**config.mk**
```make
export PLATFORM = sky130hd
export DESIGN_NAME = pig_top
export DESIGN_NICKNAME = d
export VERILOG_FILES = /design/src/logic/pig_pkg.sv /design/src/logic/pig_src_if.sv /design/src/logic/pig_toggle.sv /design/src/logic/pig_top.sv
export VERILOG_INCLUDE_DIRS = /design/src /design/src/logic
export SDC_FILE = /design/constraint.sdc
export NUM_CORES = 1
export LEC_CHECK = 0
export ABC_CLOCK_PERIOD_IN_PS = 4300
export BUFFER_PORTS_ARGS = -buffer_cell sky130_fd_sc_hd__buf_2
export CAP_MARGIN = 10
export CORE_MARGIN = 2
export CORE_UTILIZATION = 55
export CTS_CLUSTER_DIAMETER = 40
export DETAILED_ROUTE_END_ITERATION = 8
export MAX_ROUTING_LAYER = met4
export PLACE_DENSITY = 0.78
export SETUP_SLACK_MARGIN = 0.3
export SLEW_MARGIN = 30
export SYNTH_ARGS = -nofsm -noshare
export SYNTH_HDL_FRONTEND = slang
export SYNTH_SLANG_ARGS = --single-unit
```
**constraint.sdc**
```tcl
create_clock -name clk -period 4.3 [get_ports clk]
set_input_delay 0 -clock clk [delete_from_list [all_inputs] [get_ports clk]]
set_output_delay 0 -clock clk [all_outputs]
set_load 0.1 [all_outputs]
```
**src/logic/pig_defs.svh**
```systemverilog
// Purpose: offsets, reset values and field positions of the interrupt and power-good block
// Assumes: byte-wide register port behind the serial slave
// Notes:   definitions only
`ifndef PIG_DEFS_SVH
`define PIG_DEFS_SVH

// register offsets
`define PIG_ADDR_HEALTH     8'h02
`define PIG_ADDR_MASK_ONE   8'h03
`define PIG_ADDR_MASK_TWO   8'h04
`define PIG_ADDR_ACK_ONE    8'h05
`define PIG_ADDR_ACK_TWO    8'h06
`define PIG_ADDR_FAULT_MASK 8'h07

// reset values
`define PIG_RST_INT_MASK    8'hFF
`define PIG_RST_FAULT_MASK  8'h00
`define PIG_RST_BYTE        8'h00

// charger status byte fields
`define PIG_CHG_INPUT_OV    0
`define PIG_CHG_STAT_LO     1
`define PIG_CHG_STAT_HI     2
`define PIG_CHG_USB         3
`define PIG_CHG_AC          4
`define PIG_CHG_DYNAMIC_POWER_PATH_LIMIT        5
`define PIG_CHG_INPUT_SEL   6

// second cause latch fields
`define PIG_EV_CHARGER      0
`define PIG_EV_INPUT        1
`define PIG_EV_INPUT_OV     2
`define PIG_EV_ADC_RANGE    3
`define PIG_EV_ADC_DONE     4
`define PIG_EV_THERMAL      5
`define PIG_EV_GP_ONE       6
`define PIG_EV_GP_TWO       7

// width of the sampled source vector
`define PIG_SRC_W           12

`endif

```
**src/logic/pig_pkg.sv**
```systemverilog
// Purpose: types of the interrupt and power-good block
// Assumes: pig_defs.svh for numbers
// Notes:   one-hot controller states
package pig_pkg;

  typedef enum logic [2:0] {
    PIG_IDLE  = 3'b001,
    PIG_LATCH = 3'b010,
    PIG_PEND  = 3'b100
  } pig_state_t;

  typedef struct packed {
    pig_state_t state;
    logic [7:0] int_mask_one;
    logic [7:0] int_mask_two;
    logic [7:0] fault_mask;
    logic [7:0] cause_latch_one;
    logic [7:0] cause_latch_two;
    logic       int_n;
    logic       pg_fault;
    logic       pg_fault_event;
    logic [7:0] rd_data;
  } pig_ctl_t;

  typedef struct packed {
    logic [11:0] prev;
    logic [7:0]  pg_prev;
    logic [7:0]  pg_tog;
    logic [7:0]  ev_tog;
  } pig_det_t;

endpackage

```
**src/logic/pig_src_if.sv**
```systemverilog
// Purpose: toggle events passed from the source detector to the controller
// Assumes: single clock domain
// Notes:   pulses are one cycle wide
`timescale 1ns/1ns
interface pig_src_if;
  logic [7:0] pg_tog;
  logic [7:0] ev_tog;
  modport det (output pg_tog, output ev_tog);
  modport ctl (input pg_tog, input ev_tog);
endinterface

```
**src/logic/pig_toggle.sv**
```systemverilog
// Purpose: detect toggles of every monitored status source except the battery discharge bit
// Assumes: inputs synchronous to clk
// Notes:   nothing is reported before normal operating mode is reached
`timescale 1ns/1ns
`include "pig_defs.svh"
module pig_toggle
  import pig_pkg::*;
(
  // clock and reset
  input  wire logic        clk,
  input  wire logic        nrst,
  // monitored sources
  input  wire logic [7:0]  supply_fault,
  input  wire logic [7:0]  charger_status,
  input  wire logic        thermal_shutdown,
  input  wire logic        adc_done,
  input  wire logic        adc_range,
  input  wire logic        gp_pin_one,
  input  wire logic        gp_pin_two,
  input  wire logic [1:0]  gp_input_en,
  input  wire logic        normal_mode,
  // events out
  pig_src_if.det           src
);

  pig_det_t s;
  pig_det_t next_s;
  logic [`PIG_SRC_W-1:0] raw;
  logic [`PIG_SRC_W-1:0] diff;

  // battery discharge bit is never sampled so it can not oscillate requests
  assign raw = {gp_pin_two, gp_pin_one, thermal_shutdown, adc_done, adc_range,
                charger_status[6:0]}; // RULE16

  // per-bit change against last sample
  genvar gi;
  generate
    for (gi = 0; gi < `PIG_SRC_W; gi++) begin : g_diff
      assign diff[gi] = raw[gi] ^ s.prev[gi];
    end
  endgenerate

  // group changes into cause bits, only once in normal mode
  always_comb begin
    next_s        = s;
    next_s.prev    = raw;
    next_s.pg_prev = supply_fault;
    next_s.pg_tog  = 8'h00;
    next_s.ev_tog  = 8'h00;
    if (normal_mode) begin // RULE14
      next_s.pg_tog = supply_fault ^ s.pg_prev; // RULE3
      next_s.ev_tog[`PIG_EV_GP_TWO]   = diff[11] & gp_input_en[1]; // RULE4
      next_s.ev_tog[`PIG_EV_GP_ONE]   = diff[10] & gp_input_en[0]; // RULE4
      next_s.ev_tog[`PIG_EV_THERMAL]  = diff[9]; // RULE3
      next_s.ev_tog[`PIG_EV_ADC_DONE] = diff[8]; // RULE3
      next_s.ev_tog[`PIG_EV_ADC_RANGE] = diff[7]; // RULE3
      next_s.ev_tog[`PIG_EV_INPUT_OV] = diff[`PIG_CHG_INPUT_OV]; // RULE3
      next_s.ev_tog[`PIG_EV_INPUT]    = diff[`PIG_CHG_INPUT_SEL] | diff[`PIG_CHG_AC]
                                        | diff[`PIG_CHG_USB]; // RULE3
      next_s.ev_tog[`PIG_EV_CHARGER]  = diff[`PIG_CHG_DYNAMIC_POWER_PATH_LIMIT] | diff[`PIG_CHG_STAT_HI]
                                        | diff[`PIG_CHG_STAT_LO]; // RULE3
    end
  end

  // last samples and toggle pulses; previous values start at zero
  always_ff @(posedge clk or negedge nrst) begin
    if (!nrst) begin
      s <= '0;
    end else begin
      s <= next_s;
    end
  end

  assign src.pg_tog = s.pg_tog;
  assign src.ev_tog = s.ev_tog;

endmodule // pig_toggle

```
**src/logic/pig_top.sv**
```systemverilog
// Purpose: interrupt controller and supply fault masking
// Assumes: register port strobes come from a serial slave that only issues completed transfers
// Notes:   all outputs registered; masks reset to masked, fault mask to unmasked
//
// Behaviour
// (RULE1) supply health register at 0x02: bit7..5 bucks, bit4..0 regulators, 1 means fault.
// (RULE2) fault mask at 0x07, same bit order; 1 masks that supply's fault.
// (RULE3) monitor input supply, charger, thermal, adc and supply power-good sources.
// (RULE4) general pins configured as inputs raise a request on either edge.
// (RULE5) host programs interrupt masks; only unmasked sources may interrupt.
// (RULE6) unmasked toggle first sets cause latch bits, then drives interrupt low.
// (RULE7) once asserted, interrupt stays low and cause latches hold the cause.
// (RULE8) while pending, further source changes are ignored, latches not updated.
// (RULE9) host writing zero to the causing bit releases interrupt and re-enables latching.
// (RULE10) an abandoned serial transfer leaves the interrupt low.
// (RULE11) no timeout releases a pending interrupt; host must acknowledge promptly.
// (RULE12) new interrupts start only after the interrupt output is back high.
// (RULE13) unmasked out-of-regulation supply raises a fault regardless of interrupt level.
// (RULE14) status is valid only once normal operating mode is reached.
// (RULE15) toggle of unmasked supply flag signals a fault event to the sequencer.
// (RULE16) battery discharge flag never raises an interrupt.
// (RULE17) simultaneous unmasked toggles all set their latch bits together.
`timescale 1ns/1ns
`include "pig_defs.svh"
module pig_top
  import pig_pkg::*;
(
  // clock and reset
  input  wire logic        clk,
  input  wire logic        nrst,
  // register port
  input  wire logic        reg_wr,
  input  wire logic        reg_rd,
  input  wire logic [7:0]  reg_addr,
  input  wire logic [7:0]  reg_wdata,
  output logic      [7:0]  reg_rdata,
  // monitored sources
  input  wire logic [7:0]  supply_fault,
  input  wire logic [7:0]  charger_status,
  input  wire logic        thermal_shutdown,
  input  wire logic        adc_done,
  input  wire logic        adc_range,
  input  wire logic        gp_pin_one,
  input  wire logic        gp_pin_two,
  input  wire logic [1:0]  gp_input_en,
  input  wire logic        normal_mode,
  // host interrupt and sequencer
  output logic             int_n,
  output logic             pg_fault,
  output logic             pg_fault_event
);

  pig_ctl_t  s;
  pig_ctl_t  next_s;
  pig_src_if src ();
  logic [7:0] hit_one;
  logic [7:0] hit_two;
  logic       wr_ack_one;
  logic       wr_ack_two;

  pig_toggle u_toggle (
    .clk              (clk),
    .nrst             (nrst),
    .supply_fault     (supply_fault),
    .charger_status   (charger_status),
    .thermal_shutdown (thermal_shutdown),
    .adc_done         (adc_done),
    .adc_range        (adc_range),
    .gp_pin_one       (gp_pin_one),
    .gp_pin_two       (gp_pin_two),
    .gp_input_en      (gp_input_en),
    .normal_mode      (normal_mode),
    .src              (src)
  );

  // unmasked toggles of this cycle
  assign hit_one    = src.pg_tog & ~s.int_mask_one; // RULE5
  assign hit_two    = src.ev_tog & ~s.int_mask_two; // RULE5
  assign wr_ack_one = reg_wr && (reg_addr == `PIG_ADDR_ACK_ONE);
  assign wr_ack_two = reg_wr && (reg_addr == `PIG_ADDR_ACK_TWO);

  // next state: register writes, cause latching, interrupt sequencing
  always_comb begin
    next_s = s;
    next_s.pg_fault_event = |(src.pg_tog & ~s.fault_mask); // RULE15
    next_s.pg_fault = normal_mode & (|(supply_fault & ~s.fault_mask)); // RULE13
    if (reg_wr) begin
      case (reg_addr)
        `PIG_ADDR_MASK_ONE:   next_s.int_mask_one = reg_wdata;
        `PIG_ADDR_MASK_TWO:   next_s.int_mask_two = reg_wdata;
        `PIG_ADDR_FAULT_MASK: next_s.fault_mask = reg_wdata; // RULE2
        default:              next_s.int_mask_one = s.int_mask_one;
      endcase
    end
    // writes can only clear latch bits
    if (wr_ack_one) next_s.cause_latch_one = s.cause_latch_one & reg_wdata; // RULE9
    if (wr_ack_two) next_s.cause_latch_two = s.cause_latch_two & reg_wdata; // RULE9
    case (s.state)
      PIG_IDLE: begin
        // all simultaneous causes latch together; a set beats a same-cycle clear
        if ((|hit_one) || (|hit_two)) begin
          next_s.cause_latch_one = next_s.cause_latch_one | hit_one; // RULE17
          next_s.cause_latch_two = next_s.cause_latch_two | hit_two; // RULE17
          next_s.state = PIG_LATCH; // RULE6
        end
      end
      PIG_LATCH: begin
        next_s.int_n = 1'b0; // RULE6
        next_s.state = PIG_PEND;
      end
      PIG_PEND: begin // RULE7 RULE8
        // only a completed acknowledge write releases; no timeout exists
        if ((wr_ack_one || wr_ack_two) && (next_s.cause_latch_one == 8'h00)
            && (next_s.cause_latch_two == 8'h00)) begin // RULE9 RULE10 RULE11
          next_s.int_n = 1'b1;
          next_s.state = PIG_IDLE; // RULE12
        end
      end
      default: begin
        next_s.state = PIG_IDLE;
        next_s.int_n = 1'b1;
      end
    endcase
    // read data, unmapped offsets read zero
    if (reg_rd) begin
      case (reg_addr)
        `PIG_ADDR_HEALTH:     next_s.rd_data = normal_mode ? supply_fault : 8'h00; // RULE1 RULE14
        `PIG_ADDR_MASK_ONE:   next_s.rd_data = s.int_mask_one;
        `PIG_ADDR_MASK_TWO:   next_s.rd_data = s.int_mask_two;
        `PIG_ADDR_ACK_ONE:    next_s.rd_data = s.cause_latch_one;
        `PIG_ADDR_ACK_TWO:    next_s.rd_data = s.cause_latch_two;
        `PIG_ADDR_FAULT_MASK: next_s.rd_data = s.fault_mask;
        default:              next_s.rd_data = 8'h00;
      endcase
    end
  end

  // state register
  always_ff @(posedge clk or negedge nrst) begin
    if (!nrst) begin
      s.state           <= PIG_IDLE;
      s.int_mask_one    <= `PIG_RST_INT_MASK;
      s.int_mask_two    <= `PIG_RST_INT_MASK;
      s.fault_mask      <= `PIG_RST_FAULT_MASK;
      s.cause_latch_one <= `PIG_RST_BYTE;
      s.cause_latch_two <= `PIG_RST_BYTE;
      s.int_n           <= 1'b1;
      s.pg_fault        <= 1'b0;
      s.pg_fault_event  <= 1'b0;
      s.rd_data         <= `PIG_RST_BYTE;
    end else begin
      s <= next_s;
    end
  end

  assign int_n          = s.int_n;
  assign pg_fault       = s.pg_fault;
  assign pg_fault_event = s.pg_fault_event;
  assign reg_rdata      = s.rd_data;
endmodule // pig_top

```
After elaboration in Yosys (flattened, before gate mapping)
Index checks and enable logic that the tools add are counted.
{"block": "word_totals", "ff_bits": 90, "output_inout_bits": 11}
{"block": "classes", "mux": 12, "n_reduce_logical": 17, "eq_ne": 11, "n_bitwise": 32}
{"operator": "8-bit AND", "n": 6}
{"operator": "16-bit two-way mux", "n": 3}
{"operator": "8-bit case mux with 6 select lines", "n": 1}
{"operator": "8-bit by 3-bit == test with 1-bit output, second input constant", "n": 4}
{"operator": "8-bit OR reduction", "n": 4}
{"operator": "8-bit two-way mux", "n": 3}
{"operator": "8-bit inverter", "n": 3}
{"operator": "8-bit by 2-bit == test with 1-bit output, second input constant", "n": 2}
{"operator": "8-bit zero test", "n": 2}
{"operator": "8-bit bitwise OR", "n": 2}
{"operator": "1-bit XOR", "n": 12}
{"operator": "2-bit AND reduction", "n": 5}
{"operator": "3-bit case mux with 3 select lines", "n": 1}
{"operator": "8-bit XOR", "n": 1}
{"operator": "3-bit two-way mux", "n": 2}
{"operator": "1-bit logical AND", "n": 4}
{"operator": "2-bit != test, second input constant", "n": 2}
{"operator": "1-bit bitwise OR", "n": 4}
{"operator": "1-bit AND", "n": 3}
{"operator": "3-bit by 1-bit == test with 1-bit output, second input constant", "n": 1}
{"operator": "3-bit by 2-bit == test with 1-bit output, second input constant", "n": 1}
{"operator": "3-bit == test, second input constant", "n": 1}
{"operator": "1-bit case mux with 3 select lines", "n": 1}
{"operator": "1-bit logical OR", "n": 2}
{"operator": "other kinds (2)", "n": 2}

Logic depth before layout (Yosys ltp)
Gate-level depths: netlist of the first run.
{"block": "depth", "depth_word": 8, "ltp_mapped": 7, "ltp_nobuf": 6}

Modules after synthesis
Synthesis of the first run repeated with hierarchy kept, for this count alone.
{"block": "unflattened", "hier_cells": 339, "area_unflattened_um2": 4226.6}
{"mod": "pig_top", "seq_area_each_um2": 1373.8, "cells_each": 250, "area_per_inst_um2": 2920.3, "instances": 1}
{"mod": "pig_toggle", "seq_area_each_um2": 900.9, "cells_each": 89, "area_per_inst_um2": 1306.3, "instances": 1}

Least setup slack after synthesis of the first run
Ideal clock, no wire load.
{"block": "synth_path", "path_type": "reg2reg", "from": "reg s[26] in the netlist's numbering", "to": "reg s[53] in the netlist's numbering", "slack_ns": 2.626, "setup_time_ns": 0.119, "t_required_ns": 4.181, "n_path_buf": 0, "stages_incl_launch_ff": 7, "arrival_time_ns": 1.555, "cell_sequence": "dfrtp_1 nor3b_1 a21oi_1 a2111oi_0 nand4_1 or4_4 and2_1"}
{"block": "synth_via", "elab_chain_len": 7}
{"element": "from (decl)", "line": "pig_top.sv:53", "text": "pig_ctl_t s;"}
{"element": "from (signal assigned)", "line": "pig_top.sv:152", "text": "s <= next_s;"}
{"element": "8-bit AND", "line": "pig_top.sv:96", "text": "if (wr_ack_one) next_s.cause_latch_one = s.cause_latch_one & reg_wdata;"}
{"element": "8-bit two-way mux *", "line": "pig_top.sv:96"}
{"element": "8-bit zero test *", "line": "pig_top.sv:113", "text": "if ((wr_ack_one || wr_ack_two) && (next_s.cause_latch_one == 8'h00)"}
{"element": "1-bit logical AND *", "line": "pig_top.sv:113"}
{"element": "1-bit logical AND *", "line": "pig_top.sv:114", "text": "&& (next_s.cause_latch_two == 8'h00)) begin"}
{"element": "2-bit != test (no source line) *"}
{"element": "2-bit AND reduction (no source line) *"}
Mark *: on every way between the ends. The rest lies on a longest branch, timed or not.
A chain may end at the register's enable or synchronous reset.

Worst setup path in the final report of the first run
Same ends and word-level chain as after synthesis.

==> results of run 1 <==
## sequential cells by signal, indices dropped and copies added, names as in the netlist
signal,cells
pg_fault_event,1
s,43
u_toggle.s,20
pg_fault,1
u_toggle.src.ev_tog,8
reg_rdata,8
int_n,1
u_toggle.src.pg_tog,8
## power groups by stage
stage	logic, mW	clock network, mW	registers, mW
6_report	0.267	0.588	0.949
3_5_place_dp	0.242	0	0.964
5_1_grt	0.292	0.637	0.955
4_1_cts	0.266	0.596	0.949
2_1_floorplan	0.125	0	0.983
3_3_place_gp	0.237	0	0.961
## synthesized netlist by cell type, types with 2 or more instances
cell and count:
inv_1 26, nor3b_2 2, o22ai_1 11, o31a_1 2, buf_4 8, a221oi_1 3, nor2_1 4, nor3_1 2
nand2b_1 16, a22oi_1 7, nor4_1 2, nand2_1 14, dfstp_2 18, mux2_2 32, a21oi_1 5, nand4_2 2
a32oi_1 6, a31o_2 5, clkbuf_1 9, and2_1 14, dfrtp_1 72, and3_1 3, o21ai_0 38, xor2_1 20
nand4_1 9
## how the worst min path moves through the flow
stage	start	end	slack (ps)	cells past startpoint
finish	normal_mode	u_toggle.src.ev_tog[1]	80	2
global route	normal_mode	u_toggle.src.ev_tog[1]	80	2
CTS	normal_mode	u_toggle.src.ev_tog[1]	60	2
detailed placement	nrst	u_toggle.src.pg_tog[1]	2	1
global placement	nrst	u_toggle.src.pg_tog[1]	-0.04	1
floorplan	nrst	pg_fault	-300	0
## final cells by class
type | instances | area share, %
timing repair buffer | 87 | 12.4
tap | 99 | 2.55
clock inverter | 4 | 1.03
inverter | 26 | 2.01
multi-input combinational | 211 | 31.9
sequential | 90 | 46.9
clock buffer | 12 | 3.20
## worst max-delay path: stages (launching register included)
cell       delay [ps]
dfrtp_1           430
nor3b_1           190
a21oi_1            60
a2111oi_0         480
nand4_1           190
or4_4             470
and2_1            180
## metal layers
layer	GRT usage, %	up-vias	share of wire, %
met4	11.1	0	2.4
met5	-	-	0
met1	36.5	1486	43
li1	-	1375	-
met3	6.19	18	6.0
met2	41.8	114	48
## kinds of logic (layout without fill, tap and decap cells)
group           count (synthesis)  after routing
buf+inv                        44            129
flops                          90             90
xor+xnor                       21             21
simple gates                   77             77
compound gates                 81             81
mux                            32             32
## metrics by stage
step / instance area (µm²) / util [%] / power [mW]
after detailed placement: 4320 / 60.3 / 1.21
after global routing: 4850 / 67.6 / 1.88
final: 4850 / 67.6 / 1.80
after CTS: 4850 / 67.6 / 1.81
after floorplan: 4020 / - / 1.11
after global placement: 4320 / 60.3 / 1.20
==> results.txt, run 1 <==
Worst vdd ir - 0.241 mV
# fillers - 548
Syn_nets - 389
Routed wire per std cell - 19.1 µm
Post-Synth XOR/XNOR Area - 4.58%
NetSw - 0.494 mW
CP Data Required Time - 4550 ps
Cell-internal power - 1.31 mW
Sequential group share of total power - 52.6%
Clock root buffer - clkbuf_8
Switching part of the total - 27.4%
GPL Wtd Cong - 0.970
Die footprint - 8000 µm²
R2r startpoint - s[26]
DRC viols - 0
Post-CTS Hold Fix Bufs - 32
Worst Hold Slack - 78.6 ps
WS Path Type - reg -> reg
Power per Cell Area - 372 nW/µm²
Rows - 31
Lkg Pwr - 2.10 nW
Area of the multi-input gates - 1550 µm²
Post-Route WL - 10,100 µm
Async S/R FF share, synth - 100%
Clk sinks - 90
Clk pwr share - 32.6%
Ant diodes - 0
H-tree levels - 3
Final setup vio count - 0
Final period util - 48.8%
Reg clk slew, reported paths - 80 ps
Synth Flop Type - dfrtp_1
Global-route wire length before repair - 15,300 µm
Fraction of layout cells with a size suffix above 1 - 30.7%
Final non-filler cell total - 529
Grt ovf - 0
TNS Setup - 0 ps
Post-CTS Setup Repair Bufs - 0
Cell variety after synth - 40
Number of global-route vias before repair - 2,942
Maximum buffer depth of the clock tree - 2
Proportion of synthesized area in mux cells - 8.97%
Crit path DAT - 2350 ps
Simple-gate portion of the synthesized area - 12.2%
Worst hold path type - in -> reg
Max_cap viols - 0
Total track usage - 27.7%
Vert. Die Dim - 89.4 µm
Yosys top cell by area - dfrtp_1
Num CTS Buffers - 9
Worst Skew - 7.75 ps
Flop2flop setup slack - 2200 ps
Ports - 55
Synth top area share - 44.9%
Place WS - 1930 ps
Max_slew headroom - 34.0%
Comb power frac - 14.8%
Iteration-0 DRC Markers - 197
Synth warnings - 0
Sequential-to-total area share from yosys stat - 56.7%
Syn avg cell area - 11.6 µm²
Nets - 469
Measured slew at the worst slew-check pin - 989 ps
Skew-Pair Late Insertion Delay - 360 ps
Post-synthesis register bit count - 90
Via count - 2,993
Critical Path Fanout Max - 4
Final Slew Violations - 0
Final Hold Viols - 0
Placeable Area - 7180 µm²
Mapped cell area - 4020 µm²
Most common cell after layout, fill and taps aside - dfrtp_1
Number of synthesized flops with an enable pin - 0
Fmax - 477 MHz
Status - finished clean
# resized after CTS - 0
Setup crit end kind - flip-flop
FF-to-FF End - s[53]
P&R area growth vs syn - 20.8%
Startpoint Class - flip-flop
Largest net degree at the start of global routing - 50
Mapped Cells - 345
Area contributors post-synth - dfrtp_1 45%, dfstp_2 12%, mux2_2 9.0%
CTS tree - done
Largest family of logic cells by synthesized area - compound AO/OA/AOI/OAI gates
R2R depth - 6
CP startpoint - s[26]
Tmin final - 2100 ps
DP HPWL - 6820 µm
CP endpoint - s[53]
DR vias/cell - 5.66
Unrepaired setup endpoints after global routing - false
Initial antenna violation count - 0
Drt first pass iters - 5
Initial Utilization - 56.0%
PortBufs - 53
Post-Place Cells - 481
Adder-Cell Fraction of Synth Area - 0%
Most frequent cells in the layout - 72 x dfrtp_1, 52 x buf_2, 38 x o21ai_0, 32 x mux2_2, 32 x dlygate4sd3_1
Post-detailed-route count of antenna-violating nets - 0
Die Wd - 89.4 µm
FF/Latch Area - 2270 µm²
Final WS setup - 2200 ps
Post-synthesis compound-gate area fraction - 12.7%
Note: power is estimated with default switching activity, not from simulation.
==> run 2: changes to the inputs <==
Settings changed: ABC_CLOCK_PERIOD_IN_PS 4300 to 1750, CORE_UTILIZATION 55 to 51, PLACE_DENSITY 0.78 to 0.76.
Clock period 4.3 ns to 1.75 ns, I/O delays scaled along.
==> results.txt, run 2 (synthesized netlist as in run 1, its figures left out) <==
Max_slew headroom - 66.6%
Vert. Die Dim - 92.7 µm
Measured slew at the worst slew-check pin - 501 ps
Global-route track usage on met1 - 36.1%
Power per Cell Area - 951 nW/µm²
Most frequent cells in the layout - 72 x dfrtp_1, 52 x buf_2, 36 x dlygate4sd3_1, 31 x o21ai_0, 30 x mux2_2
Final setup vio count - 0
Skew-Pair Late Insertion Delay - 360 ps
Crit path DAT - 2000 ps
Worst-path cell chain - nor3b_2 -> a21oi_2 -> a2111oi_2 -> nand4_1 -> or4_4 -> and2_4
Critical Path Fanout Max - 3
Reg clk slew, reported paths - 90 ps
Top reg by flops - s
WS Path Type - reg -> reg
Worst Skew - 11.3 ps
Routed wire per std cell - 19.4 µm
Maximum buffer depth of the clock tree - 2
Post-Route WL - 10,900 µm
Placeable Area - 7690 µm²
Global-route wire length before repair - 17,100 µm
Number of global-route vias before repair - 3,251
P&R area growth vs syn - 30.9%
Clk sinks - 90
Via count - 3,172
Placed Area - 4520 µm²
Post-detailed-route count of antenna-violating nets - 0
DRC viols - 0
Die footprint - 8600 µm²
Startpoint Class - flip-flop
Max reg flops - 43
Total track usage - 27.5%
GPL Wtd Cong - 0.966
Largest registers - s (43), u_toggle.s (20)
Worst Hold Slack - -3.91 ps
Most common cell after layout, fill and taps aside - dfrtp_1
Place WS - -267 ps
Failing checks - negative hold slack
PortBufs - 53
Clock root buffer - clkbuf_8
DR vias/cell - 5.64
Worst vdd ir - 0.569 mV
Max_cap viols - 0
CTS tree - done
Unrepaired setup endpoints after global routing - true
Nets - 499
Final non-filler cell area - 5260 µm²
Met3 Use GR - 5.21%
# fillers - 595
Num CTS Buffers - 9
CP Data Required Time - 2010 ps
Ports - 55
H-tree levels - 3
Initial antenna violation count - 0
Status - finished with violations
Final Slew Violations - 0
DP HPWL - 7410 µm
CP max stage delay - 460 ps
Final Hold Viols - 1
Drt first pass iters - 5
Final WS setup - 2.13 ps
Die Wd - 92.7 µm
Top Usage Layer GRT - met2
Met2 usage - 43.0%
Ant diodes - 0
TNS Setup - 0 ps
Setup crit end kind - flip-flop
Lkg Pwr - 2.32 nW
Final period util - 99.9%
Critical Path Slowest Stage Cell - or4_4
Rows - 32
Iteration-0 DRC Markers - 326
Largest net degree at the start of global routing - 40
Fmax - 572 MHz
Initial Utilization - 52.2%
Fraction of layout cells with a size suffix above 1 - 37.6%
Worst hold path type - in -> reg
Tmin final - 1750 ps
Grt ovf - 0
==> run 2: changes by cell type in the layout (fill, tap and decap cells not counted), moves of 2 or more <==
| cell | change |
|---|---|
| dlygate4sd3_1 | +4 |
| a21oi_2 | +3 |
| a221oi_1 | -3 |
| bufinv_16 | +3 |
| a221oi_2 | +3 |
| o21ai_0 | -7 |
| buf_4 | +25 |
| o21ai_1 | +6 |
| a21oi_1 | -3 |
| mux2_4 | +2 |
| mux2_2 | -2 |
==> run 2: what timing repair did <==
action	4_1_cts	5_1_grt
setup buffers	1	3
pin swaps	3	7
resized for setup	8	15
setup endpoints to repair	24	14
hold buffers	36	0
endpoints found under the hold margin	95	0
==> run 2: final timing paths <==
check	end	from	cells past startpoint	slack, ps
worst min register to register	reg_rdata[2]	reg_rdata[2]	2	530
worst max register to register	s[53]	s[26]	6	2
worst min-delay path	s[12]	reg_wdata[1]	3	-4
min in group asynchronous	pg_fault_event	nrst	2	150
worst max-delay path	s[53]	s[26]	6	2
max in group asynchronous	s[42]	nrst	3	920
==> run 2: through the flow <==
stage               cells  power (mW)  util, %
floorplan             345        2.72        -
global placement      506        2.99     58.8
detailed placement    506        3.01     58.8
CTS                   559        4.98     67.6
global route          562        5.19     68.4
finish                562        5.00     68.4
==> run 2: metal layers <==
| layer | vias up | wire length [µm] |
|---|---|---|
| met5 | - | 0 |
| met4 | 0 | 342 |
| met3 | 26 | 574 |
| met2 | 132 | 5400 |
| met1 | 1578 | 4580 |
| li1 | 1436 | - |
==> run 2: final cells by class <==
cell class	instances	area, µm²	area share [%]
multi-input combinational	211	1630	31.0
clock inverter	6	136	2.60
clock buffer	10	138	2.62
tap	102	128	2.43
inverter	26	97.6	1.86
timing repair buffer	117	851	16.2
sequential	90	2270	43.3
==> run 2: power by group <==
group / total (mW) / internal, mW / switching [mW] / leakage, nW
Clock: 1.89 / 1.14 / 0.754 / 0.133
Combinational: 0.785 / 0.325 / 0.460 / 1.16
Sequential: 2.32 / 2.24 / 0.0852 / 1.04
==> run 2: critical path: cells and delay by family, from the launching register on <==
| kind | cells | cell delay [ps] |
|---|---|---|
| and+or+nand+nor | 4 | 950 |
| AOI/OAI and AO/OA | 2 | 280 |
| DFF | 1 | 420 |
==> run 3: changes to the inputs <==
--- a/config.mk
+++ b/config.mk
@@ -9,5 +9,5 @@
 export ABC_CLOCK_PERIOD_IN_PS = 1750
 export BUFFER_PORTS_ARGS = -buffer_cell sky130_fd_sc_hd__buf_2
-export CAP_MARGIN = 10
+export CAP_MARGIN = 20
 export CORE_MARGIN = 2
 export CORE_UTILIZATION = 51
@@ -16,4 +16,5 @@
 export MAX_ROUTING_LAYER = met4
 export PLACE_DENSITY = 0.76
+export REMOVE_ABC_BUFFERS = 1
 export SETUP_SLACK_MARGIN = 0.3
 export SLEW_MARGIN = 30
==> constraint.sdc (replaced) <==
create_clock -name clk -period 1.75 [get_ports clk]
set_input_delay 0 -clock clk [delete_from_list [all_inputs] [get_ports clk]]
set_output_delay 0 -clock clk [all_outputs]
set_load 0.005 [all_outputs]
==> results.txt, run 3 (synthesized netlist as in run 1, its figures left out) <==
Clk sinks - 90
Status - finished with violations
Number of global-route vias before repair - 3,072
Clock root buffer - clkbuf_8
Drt first pass iters - 5
Final period util - 103%
CP Data Required Time - 1990 ps
Via count - 3,136
Tmin final - 1800 ps
Crit path DAT - 2040 ps
R2r startpoint - s[26]
Num CTS Buffers - 9
Initial antenna violation count - 0
Max_cap viols - 0
Power per Cell Area - 886 nW/µm²
Post-Route WL - 10,900 µm
Critical Path Fanout Max - 3
Measured slew at the worst slew-check pin - 484 ps
Total track usage - 27.1%
DRC viols - 0
Rows - 32
Post-detailed-route count of antenna-violating nets - 0
Hold path cells - 3
CP endpoint - s[53]
Iteration-0 DRC Markers - 192
Largest net degree at the start of global routing - 39
Final setup vio count - 1
Ports - 55
Fraction of layout cells with a size suffix above 1 - 37.8%
Failing checks - negative hold slack, negative setup slack
DP HPWL - 7440 µm
Routed wire per std cell - 19.2 µm
Initial Utilization - 52.2%
Startpoint Class - flip-flop
Max_slew headroom - 67.7%
FF-to-FF End - s[53]
Hold Path Origin - reg_wdata[2]
Vert. Die Dim - 92.7 µm
Global-route wire length before repair - 16,700 µm
H-tree levels - 3
Flop2flop setup slack - -50 ps
Final WS setup - -47.9 ps
Tot Pwr - 4.67 mW
Worst vdd ir - 0.612 mV
Die Wd - 92.7 µm
Placeable Area - 7690 µm²
Reg clk slew, reported paths - 90 ps
Final Hold Viols - 1
Largest registers - s (43), u_toggle.s (20)
Worst Skew - 11.8 ps
Ant diodes - 0
Worst Hold Slack - -7.55 ps
Worst hold path type - in -> reg
Most common cell after layout, fill and taps aside - dfrtp_1
PortBufs - 53
WS Path Type - reg -> reg
CP startpoint - s[26]
R2R depth - 6
DR vias/cell - 5.52
Skew-Pair Late Insertion Delay - 350 ps
Nets - 505
Lkg Pwr - 2.32 nW
Die footprint - 8600 µm²
Grt ovf - 0
Max reg flops - 43
GPL Wtd Cong - 0.924
Setup crit end kind - flip-flop
Top reg by flops - s
Fmax - 556 MHz
Maximum buffer depth of the clock tree - 2
Unrepaired setup endpoints after global routing - true
Most frequent cells in the layout - 72 x dfrtp_1, 52 x buf_2, 35 x dlygate4sd3_1, 33 x buf_4, 32 x o21ai_0
Final Slew Violations - 0
CTS tree - done
P&R area growth vs syn - 31.1%
-- run 3: changes by cell type in the layout (fill, tap and decap cells not counted), moves of 2 or more --
cell	delta
buf_4	+5
a221oi_1	+2
a221oi_2	-2
bufinv_16	-2
-- run 3: worst min-delay path by stage --
stage | end | slack (ps)
after floorplan | pg_fault | -300
after global placement | reg_rdata[2] | -10
after detailed placement | reg_rdata[2] | -10
after CTS | s[18] | -10
after global routing | s[23] | 9
final | s[13] | -8
-- run 3: report_power, final --
group          total [mW]  switching [mW]  internal, mW
sequential           2.32          0.0830          2.24
combinational       0.706           0.386         0.320
clock                1.64           0.749         0.891
-- run 3: area by class of cell --
cell class / count / area [µm²]
clock buffers: 11 / 151
clock inverters: 5 / 85.1
fillers: 616 / 2420
inverters: 26 / 97.6
multi-input cells: 211 / 1620
flip-flops and latches: 90 / 2270
well taps: 102 / 128
repair buffers: 123 / 910
-- run 3: layer usage --
layer  wire length [µm]  GRT usage [%]
met5                  0              -
met4                241           8.33
met3                536           5.70
met2               5230           40.4
met1               4900           37.9
-- run 3: critical path, stage by stage (launching register included) --
cell and delay, ps:
dfrtp_1 430, a21oi_2 190, a21oi_2 80, a2111oi_2 240, nand4_1 140, or4_4 450, and2_1 170
-- run 3: what timing repair did --
item                       4_1_cts  5_1_grt
buffers inserted                 1        6
gates resized for setup          4       17
hold buffers                    33        2
hold endpoints to repair       122        2
pin swaps                        0        6
setup endpoints to repair       21        8
-- run 3: per-stage QoR --
| step | worst slack (ps) | utilization, % | instances | area [µm²] | setup TNS (ps) |
|---|---|---|---|---|---|
| 2_1_floorplan | 75.7 | - | 327 | 3920 | 0 |
| 3_3_place_gp | -171 | 59.2 | 510 | 4550 | -379 |
| 3_5_place_dp | -290 | 59.2 | 510 | 4550 | -748 |
| 4_1_cts | -8.68 | 66.9 | 560 | 5140 | -8.68 |
| 5_1_grt | -116 | 68.5 | 568 | 5270 | -254 |
| 6_report | -47.9 | 68.5 | 568 | 5270 | -47.9 |
